`src/rtl/pllcrb_pkg.sv`:
```
// Package for the clock synthesizer control register bank.
// Assumes a single 10 MHz clock; serial port pins are sampled in that domain.
package pllcrb_pkg;

	// ==========================================
	// Register offsets on the serial port
	localparam int         ADDR_W       = 7;
	localparam logic [6:0] ADDR_BYPASS  = 7'h17;
	localparam logic [6:0] ADDR_OSC     = 7'h18;
	localparam logic [6:0] ADDR_TUNING  = 7'h1c;
	localparam logic [6:0] ADDR_OFFSET  = 7'h1d;
	localparam logic [6:0] ADDR_PUMP2   = 7'h1e;
	localparam int         REG_COUNT    = 5;
	localparam logic [2:0] REG_NONE     = 3'h5;
	localparam logic [REG_COUNT-1:0][6:0] REG_ADDR =
		{ADDR_PUMP2, ADDR_OFFSET, ADDR_TUNING, ADDR_OSC, ADDR_BYPASS};

	// ==========================================
	// Register indices in the bank
	localparam int IDX_BYPASS = 0;
	localparam int IDX_OSC    = 1;
	localparam int IDX_TUNING = 2;
	localparam int IDX_OFFSET = 3;
	localparam int IDX_PUMP2  = 4;

	// ==========================================
	// Field positions
	localparam int BYPASS_BIT = 0;
	localparam int OSC_BIT    = 0;
	localparam int POL_BIT    = 7;
	localparam int FORCE_BIT  = 6;
	localparam int OFS_EN_BIT = 5;
	localparam int CODE_LSB   = 0;
	localparam int CODE_W     = 5;

	// ==========================================
	// Reset values and writable-bit masks
	localparam logic [7:0] RST_BYPASS  = 8'h00;
	localparam logic [7:0] RST_OSC     = 8'h00;
	localparam logic [7:0] RST_TUNING  = 8'h4f;
	localparam logic [7:0] RST_OFFSET  = 8'h00;
	localparam logic [7:0] RST_PUMP2   = 8'h06;
	localparam logic [7:0] MASK_BYPASS = 8'h01;
	localparam logic [7:0] MASK_OSC    = 8'h01;
	localparam logic [7:0] MASK_TUNING = 8'hdf;
	localparam logic [7:0] MASK_OFFSET = 8'h3f;
	localparam logic [7:0] MASK_PUMP2  = 8'h1f;
	localparam logic [REG_COUNT-1:0][7:0] REG_RST =
		{RST_PUMP2, RST_OFFSET, RST_TUNING, RST_OSC, RST_BYPASS};
	localparam logic [REG_COUNT-1:0][7:0] REG_MASK =
		{MASK_PUMP2, MASK_OFFSET, MASK_TUNING, MASK_OSC, MASK_BYPASS};

	// ==========================================
	// Analog scaling steps and second loop predivider codes
	localparam logic [10:0] PUMP1_STEP_UA  = 11'h032;
	localparam logic [12:0] PUMP2_STEP_UA  = 13'h0c8;
	localparam logic [8:0]  OFS_STEP_DDEG  = 9'h009;
	localparam logic [5:0]  PREDIV_BYPASS  = 6'h00;
	localparam logic [5:0]  PREDIV_UNITY   = 6'h01;

	// ==========================================
	// Serial frame
	localparam logic [3:0] BIT_LAST_HEAD = 4'h7;
	localparam logic [3:0] BIT_FIRST_TX  = 4'h9;
	localparam logic [3:0] BIT_LAST_BODY = 4'hf;

	typedef enum logic [1:0] {
		PLLCRB_IDLE = 2'b00,
		PLLCRB_HEAD = 2'b01,
		PLLCRB_BODY = 2'b11,
		PLLCRB_DONE = 2'b10
	} pllcrb_frame_t;

endpackage

```
`src/rtl/pllcrb_spi_engine.sv`:
```
// Serial frame engine: R/W bit, 7-bit address, 8 data bits, MSB first.
// Assumes synchronised pins; data sampled on rising, shifted out on falling edge.
`timescale 1ns/100ps
module pllcrb_spi_engine
(
	input  wire logic       mclk_in,
	input  wire logic       rst_n_in,
	input  wire logic       ce_in,
	input  wire logic       sclk_in,
	input  wire logic       cs_n_in,
	input  wire logic       mosi_in,
	input  wire logic [7:0] rd_data_in,
	output logic      [6:0] rd_addr_out,
	output logic            wr_strobe_out,
	output logic      [6:0] wr_addr_out,
	output logic      [7:0] wr_data_out,
	output logic            miso_out,
	output logic            miso_oe_out
);
	typedef struct packed {
		pllcrb_pkg::pllcrb_frame_t frame;
		logic       sclk_q;
		logic [3:0] cnt;
		logic [7:0] sh;
		logic       rnw;
		logic [6:0] addr;
		logic       load;
		logic [7:0] tx;
		logic       wr;
		logic [7:0] wdata;
	} pllcrb_eng_t;

	localparam pllcrb_eng_t ENG_RST = '{pllcrb_pkg::PLLCRB_IDLE, 1'b0, 4'h0, 8'h00,
		1'b0, 7'h00, 1'b0, 8'h00, 1'b0, 8'h00};

	pllcrb_eng_t st;
	pllcrb_eng_t next_st;
	logic        rise;
	logic        fall;

	assign rise = sclk_in & ~st.sclk_q;
	assign fall = ~sclk_in & st.sclk_q;

	// ==========================================
	// Frame sequencing
	always_comb
	begin
		next_st = st;
		next_st.sclk_q = sclk_in;
		next_st.wr = 1'b0;
		if (st.load)
		begin
			next_st.tx = rd_data_in;
			next_st.load = 1'b0;
		end
		unique case (st.frame)
			pllcrb_pkg::PLLCRB_IDLE:
			begin
				next_st.cnt = 4'h0;
				if (!cs_n_in)
					next_st.frame = pllcrb_pkg::PLLCRB_HEAD;
			end
			pllcrb_pkg::PLLCRB_HEAD:
			begin
				if (rise)
				begin
					next_st.sh = {st.sh[6:0], mosi_in};
					next_st.cnt = st.cnt + 4'h1;
					if (st.cnt == pllcrb_pkg::BIT_LAST_HEAD)
					begin
						next_st.rnw = st.sh[6];
						next_st.addr = {st.sh[5:0], mosi_in};
						next_st.load = st.sh[6];
						next_st.tx = 8'h00;
						next_st.frame = pllcrb_pkg::PLLCRB_BODY;
					end
				end
			end
			pllcrb_pkg::PLLCRB_BODY:
			begin
				if (rise)
				begin
					next_st.sh = {st.sh[6:0], mosi_in};
					next_st.cnt = st.cnt + 4'h1;
					if (st.cnt == pllcrb_pkg::BIT_LAST_BODY)
					begin
						next_st.wr = ~st.rnw;
						next_st.wdata = {st.sh[6:0], mosi_in};
						next_st.frame = pllcrb_pkg::PLLCRB_DONE;
					end
				end
				else if (fall && st.cnt >= pllcrb_pkg::BIT_FIRST_TX)
					next_st.tx = {st.tx[6:0], 1'b0};
			end
			pllcrb_pkg::PLLCRB_DONE:
			begin
				next_st.tx = 8'h00;
			end
		endcase
		if (cs_n_in)
			next_st.frame = pllcrb_pkg::PLLCRB_IDLE;
	end

	always_ff @(posedge mclk_in)
	begin
		if (!rst_n_in)
			st <= ENG_RST;
		else if (ce_in)
			st <= next_st;
	end

	assign rd_addr_out   = st.addr;
	assign wr_strobe_out = st.wr;
	assign wr_addr_out   = st.addr;
	assign wr_data_out   = st.wdata;
	assign miso_out      = st.tx[7];
	assign miso_oe_out   = (st.frame != pllcrb_pkg::PLLCRB_IDLE);

endmodule // pllcrb_spi_engine

```
`src/rtl/pllcrb_bank.sv`:
```
// Control register bank of a two-stage clock synthesizer, on a serial port.
// Assumes serial pins asynchronous to mclk_in, with sclk at most 1 MHz.
`timescale 1ns/100ps
module pllcrb_bank
#(
	parameter int SYNC_STAGES = 2
)
(
	input  wire logic        mclk_in,
	input  wire logic        rst_n_in,
	input  wire logic        ce_in,
	input  wire logic        spi_sclk_in,
	input  wire logic        spi_cs_n_in,
	input  wire logic        spi_mosi_in,
	output logic             spi_miso_out,
	output logic             spi_miso_oe_out,
	input  wire logic        input_doubler_select_in,
	input  wire logic [5:0]  second_loop_predivider_in,
	output logic             first_loop_bypass_out,
	output logic             first_loop_enable_out,
	output logic             oscillator_choice_out,
	output logic             tuning_polarity_out,
	output logic             force_mid_tuning_out,
	output logic             loop_filter_tuning_pin_mid_out,
	output logic      [4:0]  first_pump_current_code_out,
	output logic      [10:0] first_pump_current_ua_out,
	output logic             phase_offset_enable_out,
	output logic      [4:0]  phase_offset_code_out,
	output logic      [4:0]  applied_offset_code_out,
	output logic      [8:0]  applied_offset_decideg_out,
	output logic      [4:0]  second_pump_current_code_out,
	output logic      [12:0] second_pump_current_ua_out,
	output logic             second_loop_doubled_out,
	output logic      [5:0]  second_loop_divide_out
);

	// ==========================================
	// Parameter check
	generate
		if (SYNC_STAGES < 2)
		begin : g_bad_sync
			$error("SYNC_STAGES must be at least 2");
		end
	endgenerate

	// ==========================================
	// State
	typedef struct packed {
		logic        bypass;
		logic        first_en;
		logic        osc;
		logic        pol;
		logic        force_mid;
		logic        pin_mid;
		logic [4:0]  cp1;
		logic [10:0] cp1_ua;
		logic        ofs_en;
		logic [4:0]  ofs;
		logic [4:0]  ofs_applied;
		logic [8:0]  ofs_ddeg;
		logic [4:0]  cp2;
		logic [12:0] cp2_ua;
		logic        doubled;
		logic [5:0]  divide;
	} pllcrb_drive_t;

	typedef struct packed {
		logic [SYNC_STAGES-1:0][2:0]             sync;
		logic [pllcrb_pkg::REG_COUNT-1:0][7:0]   regs;
		pllcrb_drive_t                           drv;
	} pllcrb_state_t;

	localparam pllcrb_drive_t DRV_RST = '{1'b0, 1'b1, 1'b0, 1'b0, 1'b1, 1'b1,
		5'h0f, 11'h320, 1'b0, 5'h00, 5'h00, 9'h000, 5'h06, 13'h0578, 1'b0, 6'h01};
	localparam pllcrb_state_t ST_RST = '{'0, pllcrb_pkg::REG_RST, DRV_RST};

	pllcrb_state_t st;
	pllcrb_state_t next_st;

	logic [2:0] pins_sync;
	logic       wr_strobe;
	logic [6:0] wr_addr;
	logic [7:0] wr_data;
	logic [6:0] rd_addr;
	logic [7:0] rd_data;
	logic [2:0] wr_idx;
	logic [2:0] rd_idx;

	// ==========================================
	// Address decode, shared by read and write
	function automatic logic [2:0] reg_index(input logic [6:0] addr);
		logic [2:0] idx;
		idx = pllcrb_pkg::REG_NONE;
		for (int i = 0; i < pllcrb_pkg::REG_COUNT; i++)
		begin
			if (addr == pllcrb_pkg::REG_ADDR[i])
				idx = 3'(i);
		end
		return idx;
	endfunction

	assign wr_idx = reg_index(wr_addr);
	assign rd_idx = reg_index(rd_addr);

	// Unmapped reads return zero
	assign rd_data = (rd_idx == pllcrb_pkg::REG_NONE) ? 8'h00 : st.regs[rd_idx];

	// Last synchroniser stage only
	assign pins_sync = st.sync[SYNC_STAGES-1];

	// ==========================================
	// Serial frame engine
	pllcrb_spi_engine u_engine
	(
		.mclk_in       (mclk_in),
		.rst_n_in      (rst_n_in),
		.ce_in         (ce_in),
		.sclk_in       (pins_sync[0]),
		.cs_n_in       (pins_sync[1]),
		.mosi_in       (pins_sync[2]),
		.rd_data_in    (rd_data),
		.rd_addr_out   (rd_addr),
		.wr_strobe_out (wr_strobe),
		.wr_addr_out   (wr_addr),
		.wr_data_out   (wr_data),
		.miso_out      (spi_miso_out),
		.miso_oe_out   (spi_miso_oe_out)
	);

	// ==========================================
	// Next state
	always_comb
	begin
		next_st = st;

		// Pin synchronisers
		next_st.sync[0] = {spi_mosi_in, spi_cs_n_in, spi_sclk_in};
		for (int s = 1; s < SYNC_STAGES; s++)
			next_st.sync[s] = st.sync[s-1];

		// Register writes, reserved bits dropped
		if (wr_strobe && wr_idx != pllcrb_pkg::REG_NONE)
			next_st.regs[wr_idx] = wr_data & pllcrb_pkg::REG_MASK[wr_idx];

		// First loop bypass
		next_st.drv.bypass = next_st.regs[pllcrb_pkg::IDX_BYPASS][pllcrb_pkg::BYPASS_BIT];
		next_st.drv.first_en = ~next_st.drv.bypass;

		// Oscillator choice
		next_st.drv.osc = next_st.regs[pllcrb_pkg::IDX_OSC][pllcrb_pkg::OSC_BIT];

		// Tuning control
		next_st.drv.pol = next_st.regs[pllcrb_pkg::IDX_TUNING][pllcrb_pkg::POL_BIT];
		next_st.drv.force_mid = next_st.regs[pllcrb_pkg::IDX_TUNING][pllcrb_pkg::FORCE_BIT];
		next_st.drv.pin_mid = next_st.drv.force_mid;

		// First pump current
		next_st.drv.cp1 =
			next_st.regs[pllcrb_pkg::IDX_TUNING][pllcrb_pkg::CODE_LSB +: pllcrb_pkg::CODE_W];
		next_st.drv.cp1_ua =
			11'((11'(next_st.drv.cp1) + 11'h001) * pllcrb_pkg::PUMP1_STEP_UA);

		// Phase offset
		next_st.drv.ofs_en = next_st.regs[pllcrb_pkg::IDX_OFFSET][pllcrb_pkg::OFS_EN_BIT];
		next_st.drv.ofs =
			next_st.regs[pllcrb_pkg::IDX_OFFSET][pllcrb_pkg::CODE_LSB +: pllcrb_pkg::CODE_W];
		next_st.drv.ofs_applied = next_st.drv.ofs_en ? next_st.drv.ofs : 5'h00;
		next_st.drv.ofs_ddeg =
			9'(9'(next_st.drv.ofs_applied) * pllcrb_pkg::OFS_STEP_DDEG);

		// Second pump current
		next_st.drv.cp2 =
			next_st.regs[pllcrb_pkg::IDX_PUMP2][pllcrb_pkg::CODE_LSB +: pllcrb_pkg::CODE_W];
		next_st.drv.cp2_ua =
			13'((13'(next_st.drv.cp2) + 13'h0001) * pllcrb_pkg::PUMP2_STEP_UA);

		// Second loop input path
		next_st.drv.doubled = input_doubler_select_in;
		if (input_doubler_select_in || second_loop_predivider_in == pllcrb_pkg::PREDIV_BYPASS)
			next_st.drv.divide = pllcrb_pkg::PREDIV_UNITY;
		else
			next_st.drv.divide = second_loop_predivider_in;
	end

	// ==========================================
	// State register
	always_ff @(posedge mclk_in)
	begin
		if (!rst_n_in)
			st <= ST_RST;
		else if (ce_in)
			st <= next_st;
	end

	// ==========================================
	// Outputs
	assign first_loop_bypass_out          = st.drv.bypass;
	assign first_loop_enable_out          = st.drv.first_en;
	assign oscillator_choice_out          = st.drv.osc;
	assign tuning_polarity_out            = st.drv.pol;
	assign force_mid_tuning_out           = st.drv.force_mid;
	assign loop_filter_tuning_pin_mid_out = st.drv.pin_mid;
	assign first_pump_current_code_out    = st.drv.cp1;
	assign first_pump_current_ua_out      = st.drv.cp1_ua;
	assign phase_offset_enable_out        = st.drv.ofs_en;
	assign phase_offset_code_out          = st.drv.ofs;
	assign applied_offset_code_out        = st.drv.ofs_applied;
	assign applied_offset_decideg_out     = st.drv.ofs_ddeg;
	assign second_pump_current_code_out   = st.drv.cp2;
	assign second_pump_current_ua_out     = st.drv.cp2_ua;
	assign second_loop_doubled_out        = st.drv.doubled;
	assign second_loop_divide_out         = st.drv.divide;

endmodule // pllcrb_bank

```
`config.mk`:
```
export PLATFORM = sky130hd
export DESIGN_NAME = pllcrb_bank
export DESIGN_NICKNAME = d
export VERILOG_FILES = /design/src/rtl/pllcrb_pkg.sv /design/src/rtl/pllcrb_spi_engine.sv /design/src/rtl/pllcrb_bank.sv
export SDC_FILE = /design/constraint.sdc
export NUM_CORES = 1
export LEC_CHECK = 0
export ABC_AREA = 1
export BUFFER_PORTS_ARGS = -buffer_cell sky130_fd_sc_hd__buf_4
export CORE_ASPECT_RATIO = 1.4
export CORE_MARGIN = 3
export CORE_UTILIZATION = 50
export CTS_CLUSTER_SIZE = 24
export DETAILED_ROUTE_END_ITERATION = 8
export PLACE_DENSITY = 0.7
export SYNTH_ARGS = -nofsm -noshare
export SYNTH_HDL_FRONTEND = slang
export SYNTH_SLANG_ARGS = --single-unit
```
`constraint.sdc`:
```
create_clock -name mclk_in -period 8.6 [get_ports mclk_in]
set_input_delay 1.29 -clock mclk_in [delete_from_list [all_inputs] [get_ports mclk_in]]
set_output_delay 1.29 -clock mclk_in [all_outputs]
set_load 0.005 [all_outputs]
```
## Word level (Yosys, flattened, before mapping)

Memories as Yosys holds them, arrays and structs flattened.
Index checks and enable logic that the tools add are counted.

- Bits in read-only memories: 64
- Word-level logic and storage cells: 119
- Flip-flop bits (word level): 141
- Bits of input ports: 13
- Memories kept: 1
- Latch bits: 0
- RAM bits: 0
- Output and inout bits: 69

Memory list:

| memory | depth | bits a word | rd ports | clocked after Yosys merged registers in | wr ports | line | text |
|---|---|---|---|---|---|---|---|
| (no name shown) | 8 | 8 | 1 | 0 | 0 | pllcrb_bank.sv:143 | `next_st.regs[wr_idx] = wr_data & pllcrb_pkg::REG_MASK[wr_idx];` |

- $lt $le $gt $ge: 3
- $mul: 3
- Mux-type cells: 34
- Reductions and logical operators: 16
- Add/subtract/negate cells: 3
- Equality and inequality tests: 18
- Div/mod/pow operators: 0
- Bitwise operators: 7
- Shifts and indexed selects: 0

Operators by type and width:

| kind | count |
|---|---|
| 8-bit 2-to-1 mux | 7 |
| 40-bit bitwise mux | 1 |
| 37-bit 2-to-1 mux | 1 |
| 7-bit by 5-bit == test with 1-bit output, second input constant | 5 |
| 29-bit 2-to-1 mux | 1 |
| 9-bit 2-to-1 mux | 3 |
| 8-bit binary-select mux with 3-bit select | 1 |
| 8-bit demux with 3-bit select | 1 |
| 8-bit one-hot mux with 3 select lines | 1 |
| 6-bit by 5-bit multiplier with 10-bit output, second input constant | 2 |
| 17-bit 2-to-1 mux | 1 |
| 4-bit AND reduction | 4 |
| 3-bit 2-to-1 mux | 5 |
| 7-bit one-hot mux with 2 select lines | 1 |
| 5-bit by 1-bit adder with 6-bit output, second input constant | 2 |
| 12-bit 2-to-1 mux | 1 |
| 3-bit by 2-bit inequality test with 1-bit output, second input constant | 4 |
| 4-bit one-hot mux with 3 select lines | 1 |
| 2-bit 2-to-1 mux | 5 |
| 5-bit by 4-bit multiplier with 9-bit output, second input constant | 1 |
| 8-bit AND | 1 |
| 6-bit zero test | 1 |
| 6-bit 2-to-1 mux | 1 |
| 2-bit one-hot mux with 3 select lines | 1 |
| other kinds (23) | 32 |

## Longest topological paths before layout

Gate-level depths: netlist of the first run.

- Word-level depth: 14
- Gate-level depth with buffers: 26
- Depth with buffers taken out: 26

## Hierarchy

Synthesis of the first run repeated with hierarchy kept, for this count alone.

- Cell total of the unflattened synthesis: 1003
- Area, all modules: 7283.2 sq um

By module, submodules not included:

| module | sequential area each (sq um) | area an instance (sq um) | times used | cells each |
|---|---|---|---|---|
| pllcrb_bank | 1701.6 | 5280.1 | 1 | 720 |
| pllcrb_spi_engine | 800.8 | 2003.2 | 1 | 283 |

## Worst setup path before layout of the first run

Ideal clock, no wire load.

- Kind: reg2reg
- Start point: register u_engine.st (netlist bit u_engine.rd_addr_out[4])
- End point: register st (netlist bit second_pump_current_ua_out[12])
- Cell stages (with the launch flop): 23
- Path slack: 4.960 ns
- Data required time: 8.485 ns
- Path buffers: 1
- Setup time: 0.115 ns
- Clock period less this slack: 3.640 ns
- Arrival time: 3.524 ns
- Cell sequence: dfxtp_1 nand2_1 nor2_4 nand4_1 buf_2 nand2_1 o21ai_2 ha_1 or2_1 nand2_1 inv_1 ha_1 ha_1 ha_1 ha_1 a21oi_1 nand2_1 nand2_1 nand2_1 a21oi_1 xor2_1 o21ai_0 inv_1

RTL lines:

| element | line | text |
|---|---|---|
| start: declaration | pllcrb_spi_engine.sv:36 | `pllcrb_eng_t st;` |
| start signal: assignment | pllcrb_spi_engine.sv:109 | `st <= next_st;` |
| end signal: assignment | pllcrb_bank.sv:192 | `st <= next_st;` |
| end: declaration | pllcrb_bank.sv:77 | `pllcrb_state_t st;` |

==> results of run 1 <==
[power by group]
group / switching, mW / leakage, nW / internal, mW
registers: 0.0153 / 1.02 / 0.601
clock network: 0.270 / 0.271 / 0.424
logic: 0.117 / 2.34 / 0.0865
[cells by family (layout without fill, tap and decap cells)]
logic type | Yosys count | in the layout | share of synthesized area
AO/OA/AOI/OAI | 179 | 179 | 0.136
flip-flops | 125 | 125 | 0.356
AND/OR/NAND/NOR | 400 | 400 | 0.254
other | 1 | 4 | 0.000534
adder cells (fa/ha/maj) | 48 | 48 | 0.0887
buffers and inverters | 212 | 226 | 0.147
XOR/XNOR | 14 | 14 | 0.0174
[final timing paths]
kind / endpoint / slack [ps] / depth (start not counted)
max: first_pump_current_ua_out[10] / 4290 / 21
max reg2reg: first_pump_current_ua_out[10] / 4290 / 21
min reg2reg: st[81] / 450 / 2
min: st[81] / 450 / 2
[state kept, by name, indices dropped and copies added (netlist names), 3 cells and up]
register,cells
st,40
u_engine.wr_data_out,8
next_st,3
u_engine.st,23
u_engine.rd_addr_out,7
second_loop_divide_out,6
applied_offset_decideg_out,6
first_pump_current_ua_out,10
pins_sync,3
applied_offset_code_out,5
second_pump_current_ua_out,10
[placed cells by master (no fill, tap or decap), drive strengths merged, types with 4 or more instances in the layout]
cell and n:
a211oi 4, a21oi 77, a31oi 4, buf 79, clkbuf 17, clkinv 11, clkinvlp 5, conb 4
dfxtp 125, ha 45, inv 112, nand2 188, nand3 65, nand4 6, nor2 114, nor3 20
o21ai 86, xnor2 4, xor2 10
[final cells by class]
class	instances	area, um^2	area share
tap	182	228	0.0291
multi-input combinational	645	3500	0.447
timing repair buffer	79	593	0.0757
sequential	125	2500	0.319
clock inverter	15	149	0.0190
inverter	115	434	0.0554
clock buffer	17	425	0.0543
[worst max-delay path, delay by kind of cell (launching register included)]
family / cells / cell delay, ps
flip-flops: 1 / 350
AND/OR/NAND/NOR: 9 / 1260
XOR/XNOR: 2 / 390
AO/OA/AOI/OAI: 3 / 560
adder cells (fa/ha/maj): 5 / 1470
buffers and inverters: 2 / 180
[through the flow]
step / hold slack, ps / setup WS, ps / area, um^2 / power, mW
2_1_floorplan: 417 / 4960 / 7040 / 0.786
3_3_place_gp: 432 / 4500 / 7260 / 0.828
3_5_place_dp: 435 / 4310 / 7260 / 0.832
4_1_cts: 446 / 4290 / 7830 / 1.52
5_1_grt: 464 / 3970 / 7830 / 1.58
6_report: 446 / 4290 / 7830 / 1.51
[metal layers]
layer,GRT usage,share of wire
met3,0.0433,0.046
met2,0.365,0.50
met1,0.267,0.43
met4,0.0668,0.019
met5,0,0
==> run_results.csv, run 1 <==
group,metric,value,unit
clock_tree,cts_sinks,125,
global_routing,track_usage,0.213,
logic_synthesis,synth_top_area_frac,0.356,
route,vias_per_cell,5.17,
worst_setup_path,required,8900,ps
logic_synthesis,yosys.area.top_type,"dfxtp_1",
worst_setup_path,start_kind,"register",
min_path,hold_class,"register to register",
power_and_ir_drop,power.density,193,nW/um^2
worst_setup_path,crit_top_cell,"ha_1",
logic_synthesis,syn_inst,979,
finish,fin_cells,1178,
logic_synthesis,avgSynthCellArea,7.18,um^2
sta,report.final.slew_viol_count,0,
route,finalWirelength,16.7,mm
floorplanning,num_rows,50,
finish,nets,1044,
floorplanning,die_w,106,um
clock_tree,post_cts_buffers,0,
worst_setup_path,r2r_start,"u_engine.rd_addr_out[4]",
logic_synthesis,async_reset_ff_frac,0,
clock_tree,numCtsBuffers,17,
finish,fillers,1293,
clock_tree,clock_path_buffers,2,
worst_setup_path,cp.arrival,4620,ps
sta,clock.fmax,232,MHz
finish,diodes,0,
logic_synthesis,yosys_most_used_dff,"dfxtp_1",
route,num_vias,6086,
status,status,"complete, no violations",
global_routing,grt_remaining_overflow,0,
logic_synthesis,syn_area,7030,um^2
clock_tree,post_cts_resized,0,
worst_setup_path,worstSetupPathType,"register to register",
floorplanning,start_util,0.518,
worst_setup_path,startpoint,"u_engine.rd_addr_out[4]",
logic_synthesis,synth.distinct_cells,44,
clock_tree,holdBufCountCts,0,
logic_synthesis,synthMostInstantiatedCell,"nand2_1",
power_and_ir_drop,power.static_leakage,3.63,nW
finish,area_delta_synth_final,11.4,%
placement,dp_cells,1146,
clock_tree,cts_root_buf,"clkbuf_16",
route,first_pass_iters,5,
worst_setup_path,cp_cell_sequence,"nand2_1, nor2_4, nand2_2, nand2_1, nor2_1, o21ai_4, inv_1, ha_1, xor2_1, inv_1, ha_1, ha_1, ha_1, ha_1, a21oi_1, o211ai_1, xor2_1, nand3_1, nand2_1, nor2_1, nor2_1",
clock_tree,clk_latency,410,ps
placement,portBuffers,77,
worst_setup_path,crit_slowest_cell,"nand2_1",
sta,finalCriticalPeriod,4310,ps
worst_setup_path,endpoint_kind,"register",
sta,finalSetupTns,0,ps
floorplanning,die_y,146,um
route,wl_per_cell,14.2,um
sta,fin_skew,4.88,ps
finish,drive_gt1_frac,0.159,
clock_tree,htree_levels,4,
route,drcViolationCount,0,
sta,post-route-period-util,0.502,
floorplanning,io_pins,82,
logic_synthesis,seq_area_frac_synth,0.356,
route,drt_iter0_drc,336,
clock_tree,cts_tree,"done",
logic_synthesis,synthTopCellsByCount,"nand2_1, dfxtp_1, nor2_1",
clock_tree,clk_pin_slew,60,ps
sta,tightest_slew,1070,ps
job,maxCapViolCount,0,
sta,hold_violations,0,
global_routing,grt_max_degree,68,
logic_synthesis,netlist_top_cells_area,"dfxtp_1, nand2_1, ha_1",
placement,gp_congestion,0.872,
floorplanning,die_area,15500,um^2
floorplanning,coreArea,13600,um^2
global_routing,first_global_vias,5542,
global_routing,grt_first_pass_wirelength,27.0,mm
finish,finalCoreUtilization,0.577,
min_path,hold_start,"st[81]",
power_and_ir_drop,max-vdd-ir-drop,0.108,mV
worst_setup_path,cp_max_fo,11,
worst_setup_path,cpPeakStageDelay,390,ps
global_routing,antenna_found_initial,0,
placement,dp_hpwl,11.6,mm
sta,rsz0062_at_grt,"false",
sta,slew_headroom,0.289,
logic_synthesis,synth_edf_count,0,
logic_synthesis,ys_ff_latch,125,
route,ant_nets,0,
logic_synthesis,ys_warn_count,0,
sta,setup_violations,0,
Power figures use the tool's default switching activity.
==> inputs of run 2 (changes only) <==
--- a/config.mk
+++ b/config.mk
@@ -5,14 +5,14 @@
 export SDC_FILE = /design/constraint.sdc
 export NUM_CORES = 1
 export LEC_CHECK = 0
-export ABC_AREA = 1
+export ABC_AREA = 0
 export BUFFER_PORTS_ARGS = -buffer_cell sky130_fd_sc_hd__buf_4
 export CORE_ASPECT_RATIO = 1.4
 export CORE_MARGIN = 3
 export CORE_UTILIZATION = 50
 export CTS_CLUSTER_SIZE = 24
 export DETAILED_ROUTE_END_ITERATION = 8
-export PLACE_DENSITY = 0.7
+export PLACE_DENSITY = 0.73
 export SYNTH_ARGS = -nofsm -noshare
 export SYNTH_HDL_FRONTEND = slang
 export SYNTH_SLANG_ARGS = --single-unit
==> constraint.sdc (replaced) <==
create_clock -name mclk_in -period 3.88 [get_ports mclk_in]
set_input_delay 0.582 -clock mclk_in [delete_from_list [all_inputs] [get_ports mclk_in]]
set_output_delay 0.582 -clock mclk_in [all_outputs]
set_load 0.005 [all_outputs]
==> run_results.csv, run 2 <==
group,metric,value,unit
logic_synthesis,synthTopCellsByCount,"dfxtp_1, nor2_1, nand2_1",
power_and_ir_drop,max-vdd-ir-drop,0.206,mV
clock_tree,htree_levels,4,
logic_synthesis,synth_compound_area_frac,0.154,
job,maxCapViolCount,0,
logic_synthesis,avgSynthCellArea,8.91,um^2
logic_synthesis,synthMostInstantiatedCell,"dfxtp_1",
finish,fin_cells,1016,
sta,finalCriticalPeriod,3830,ps
sta,fin_skew,15.7,ps
power_and_ir_drop,power.density,375,nW/um^2
route,finalWirelength,18.5,mm
sta,report.final.slew_viol_count,0,
logic_synthesis,ys_warn_count,0,
finish,diodes,0,
worst_setup_path,cp_max_fo,9,
worst_setup_path,startpoint,"u_engine.rd_addr_out[1]",
logic_synthesis,synthMuxAreaShare,0.0939,
worst_setup_path,r2r_cells,17,
finish,final_common_cell,"dfxtp_1",
floorplanning,num_rows,50,
clock_tree,clock_path_buffers,2,
clock_tree,cts_tree,"done",
route,first_pass_iters,5,
route,drt_iter0_drc,313,
worst_setup_path,cp_cell_sequence,"and4bb_2, nand2_2, mux2_2, ha_2, o211ai_1, buf_4, a22oi_1, xnor2_1, xnor2_1, ha_1, ha_4, ha_4, o21ai_2, o21a_1, nor3_1, mux2i_1, nand3_1",
logic_synthesis,syn_inst,797,
global_routing,grt_max_degree,46,
floorplanning,die_w,107,um
route,ant_nets,0,
sta,setup_ws,49.4,ps
placement,dp_hpwl,12.9,mm
finish,finalCoreUtilization,0.604,
sta,tightest_slew,836,ps
route,wl_per_cell,18.2,um
logic_synthesis,synth.distinct_cells,81,
worst_setup_path,crit_slowest_cell,"dfxtp_4",
finish,top_regs,"st (40), u_engine.st (23)",
finish,drive_gt1_frac,0.239,
logic_synthesis,synthXorXnorAreaFrac,0.0259,
global_routing,track_usage,0.234,
placement,dp_slack,-133,ps
floorplanning,die_y,147,um
logic_synthesis,seq_area_frac_synth,0.352,
global_routing,first_global_vias,5650,
clock_tree,cts_sinks,125,
finish,largest_reg_flops,40,
worst_setup_path,worst-path-buf-inv,1,
min_path,hold_class,"input pin to register",
worst_setup_path,endpoint_kind,"register",
worst_setup_path,r2r_slack,50,ps
placement,gp_congestion,0.913,
route,drcViolationCount,0,
sta,setup_violations,0,
logic_synthesis,syn_area,7100,um^2
worst_setup_path,start_kind,"register",
worst_setup_path,rr_endpoint,"first_pump_current_ua_out[10]",
worst_setup_path,path_depth,17,
logic_synthesis,ys_ff_latch,125,
logic_synthesis,synth-simple-area-share,0.169,
logic_synthesis,yosys_most_used_dff,"dfxtp_1",
logic_synthesis,yosys.area.top_type,"dfxtp_1",
logic_synthesis,synth_edf_count,0,
sta,hold_violations,0,
worst_setup_path,cpPeakStageDelay,400,ps
finish,nets,883,
placement,dp_cells,981,
logic_synthesis,netlist_top_cells_area,"dfxtp_1, mux2i_1, ha_1",
finish,area_delta_synth_final,16.0,%
finish,layout.cells.most_common_list,"dfxtp_1, buf_4, nor2_1, nand2_1, mux2i_1",
route,num_vias,5917,
clock_tree,clk_latency,420,ps
floorplanning,coreArea,13600,um^2
global_routing,antenna_found_initial,0,
worst_setup_path,r2r_start,"u_engine.rd_addr_out[1]",
global_routing,grt_remaining_overflow,0,
power_and_ir_drop,power.static_leakage,3.62,nW
sta,clock.fmax,261,MHz
logic_synthesis,synth_top_area_frac,0.352,
floorplanning,io_pins,82,
clock_tree,cts_root_buf,"clkbuf_16",
clock_tree,numCtsBuffers,17,
route,vias_per_cell,5.82,
worst_setup_path,worstSetupPathType,"register to register",
floorplanning,die_area,15700,um^2
global_routing,grt_first_pass_wirelength,29.3,mm
clock_tree,clk_pin_slew,60,ps
worst_setup_path,endpoint,"first_pump_current_ua_out[10]",
logic_synthesis,synth_adder_area_share,0.0877,
floorplanning,start_util,0.521,
sta,post-route-period-util,0.987,
worst_setup_path,critPathTopFamily,"adder cells",
sta,slew_headroom,0.442,
power_and_ir_drop,power.total,3.09,mW
worst_setup_path,required,4250,ps
status,status,"complete, no violations",
finish,regMostFlops,"st",
logic_synthesis,async_reset_ff_frac,0,
placement,portBuffers,77,
worst_setup_path,cp.arrival,4200,ps
logic_synthesis,synth_top_family_by_area,"simple AND/OR/NAND/NOR gates",
[run 2: cell count changes after synthesis, moves of 29 or more]
cell | previous run | this run
mux2i_1 | 0 | 60
inv_1 | 105 | 31
nand2_1 | 171 | 68
o211ai_1 | 1 | 30
o21ai_0 | 78 | 14
a21oi_1 | 77 | 26
nand3_1 | 60 | 16
nor2_1 | 106 | 75
[run 2: cells by family (layout without fill, tap and decap cells)]
family,after synthesis,after routing
multiplexers,65,65
adder cells (fa/ha/maj),48,48
AND/OR/NAND/NOR,242,242
AO/OA/AOI/OAI,155,155
buffers and inverters,140,174
other,1,4
XOR/XNOR,21,21
flip-flops,125,125
[run 2: layer usage]
metal	vias to the layer above	global-route usage	wire length, um
met5	-	0	0
met4	0	0.0998	623
met3	47	0.0444	958
met2	213	0.393	9100
met1	2854	0.291	7780
li1	2803	-	-
[run 2: worst min path at each step]
stage	slack [ps]	cells after the start	start	endpoint
2_1_floorplan	420	2	st[76]	st[76]
3_3_place_gp	430	2	st[76]	st[76]
3_5_place_dp	440	2	st[80]	st[80]
4_1_cts	390	3	spi_sclk_in	next_st[110]
5_1_grt	410	3	spi_sclk_in	next_st[110]
6_report	410	3	spi_sclk_in	next_st[110]
[run 2: layout make-up]
| type | count | area, um^2 |
|---|---|---|
| fill | 1182 | 5400 |
| multi-input combinational | 535 | 3990 |
| sequential | 125 | 2520 |
| timing repair buffer | 110 | 826 |
| clock buffer | 17 | 425 |
| tap | 182 | 228 |
| inverter | 33 | 124 |
| clock inverter | 14 | 123 |
[run 2: power breakdown]
part | switching [mW] | total (mW) | internal (mW)
Clock | 0.597 | 1.47 | 0.873
Sequential | 0.0221 | 1.33 | 1.31
Combinational | 0.151 | 0.288 | 0.137
Total | 0.770 | 3.09 | 2.32
[run 2: worst register-to-register path, delay by kind of cell, from the launching register on]
| kind | cells | cell delay (ps) |
|---|---|---|
| AO/OA/AOI/OAI | 4 | 480 |
| XOR/XNOR | 2 | 470 |
| adder cells (fa/ha/maj) | 4 | 1100 |
| buffers and inverters | 1 | 160 |
| flip-flops | 1 | 400 |
| multiplexers | 2 | 490 |
| AND/OR/NAND/NOR | 4 | 690 |
[run 2: metrics by stage]
stage | TNS (ps) | hold slack (ps) | cell area (um^2)
after floorplan | -16.8 | 424 | 7130
after global placement | 0 | 435 | 7450
after detailed placement | -230 | 436 | 7450
after CTS | 0 | 393 | 8060
after global routing | -154 | 414 | 8240
final | 0 | 410 | 8240
[run 2: timing repair]
action                                  CTS  global route
gates resized for setup                  12            31
buffers inserted                          2             2
pin swaps                                 2            14
endpoints found under the setup margin    4             5
hold buffers                              0             0
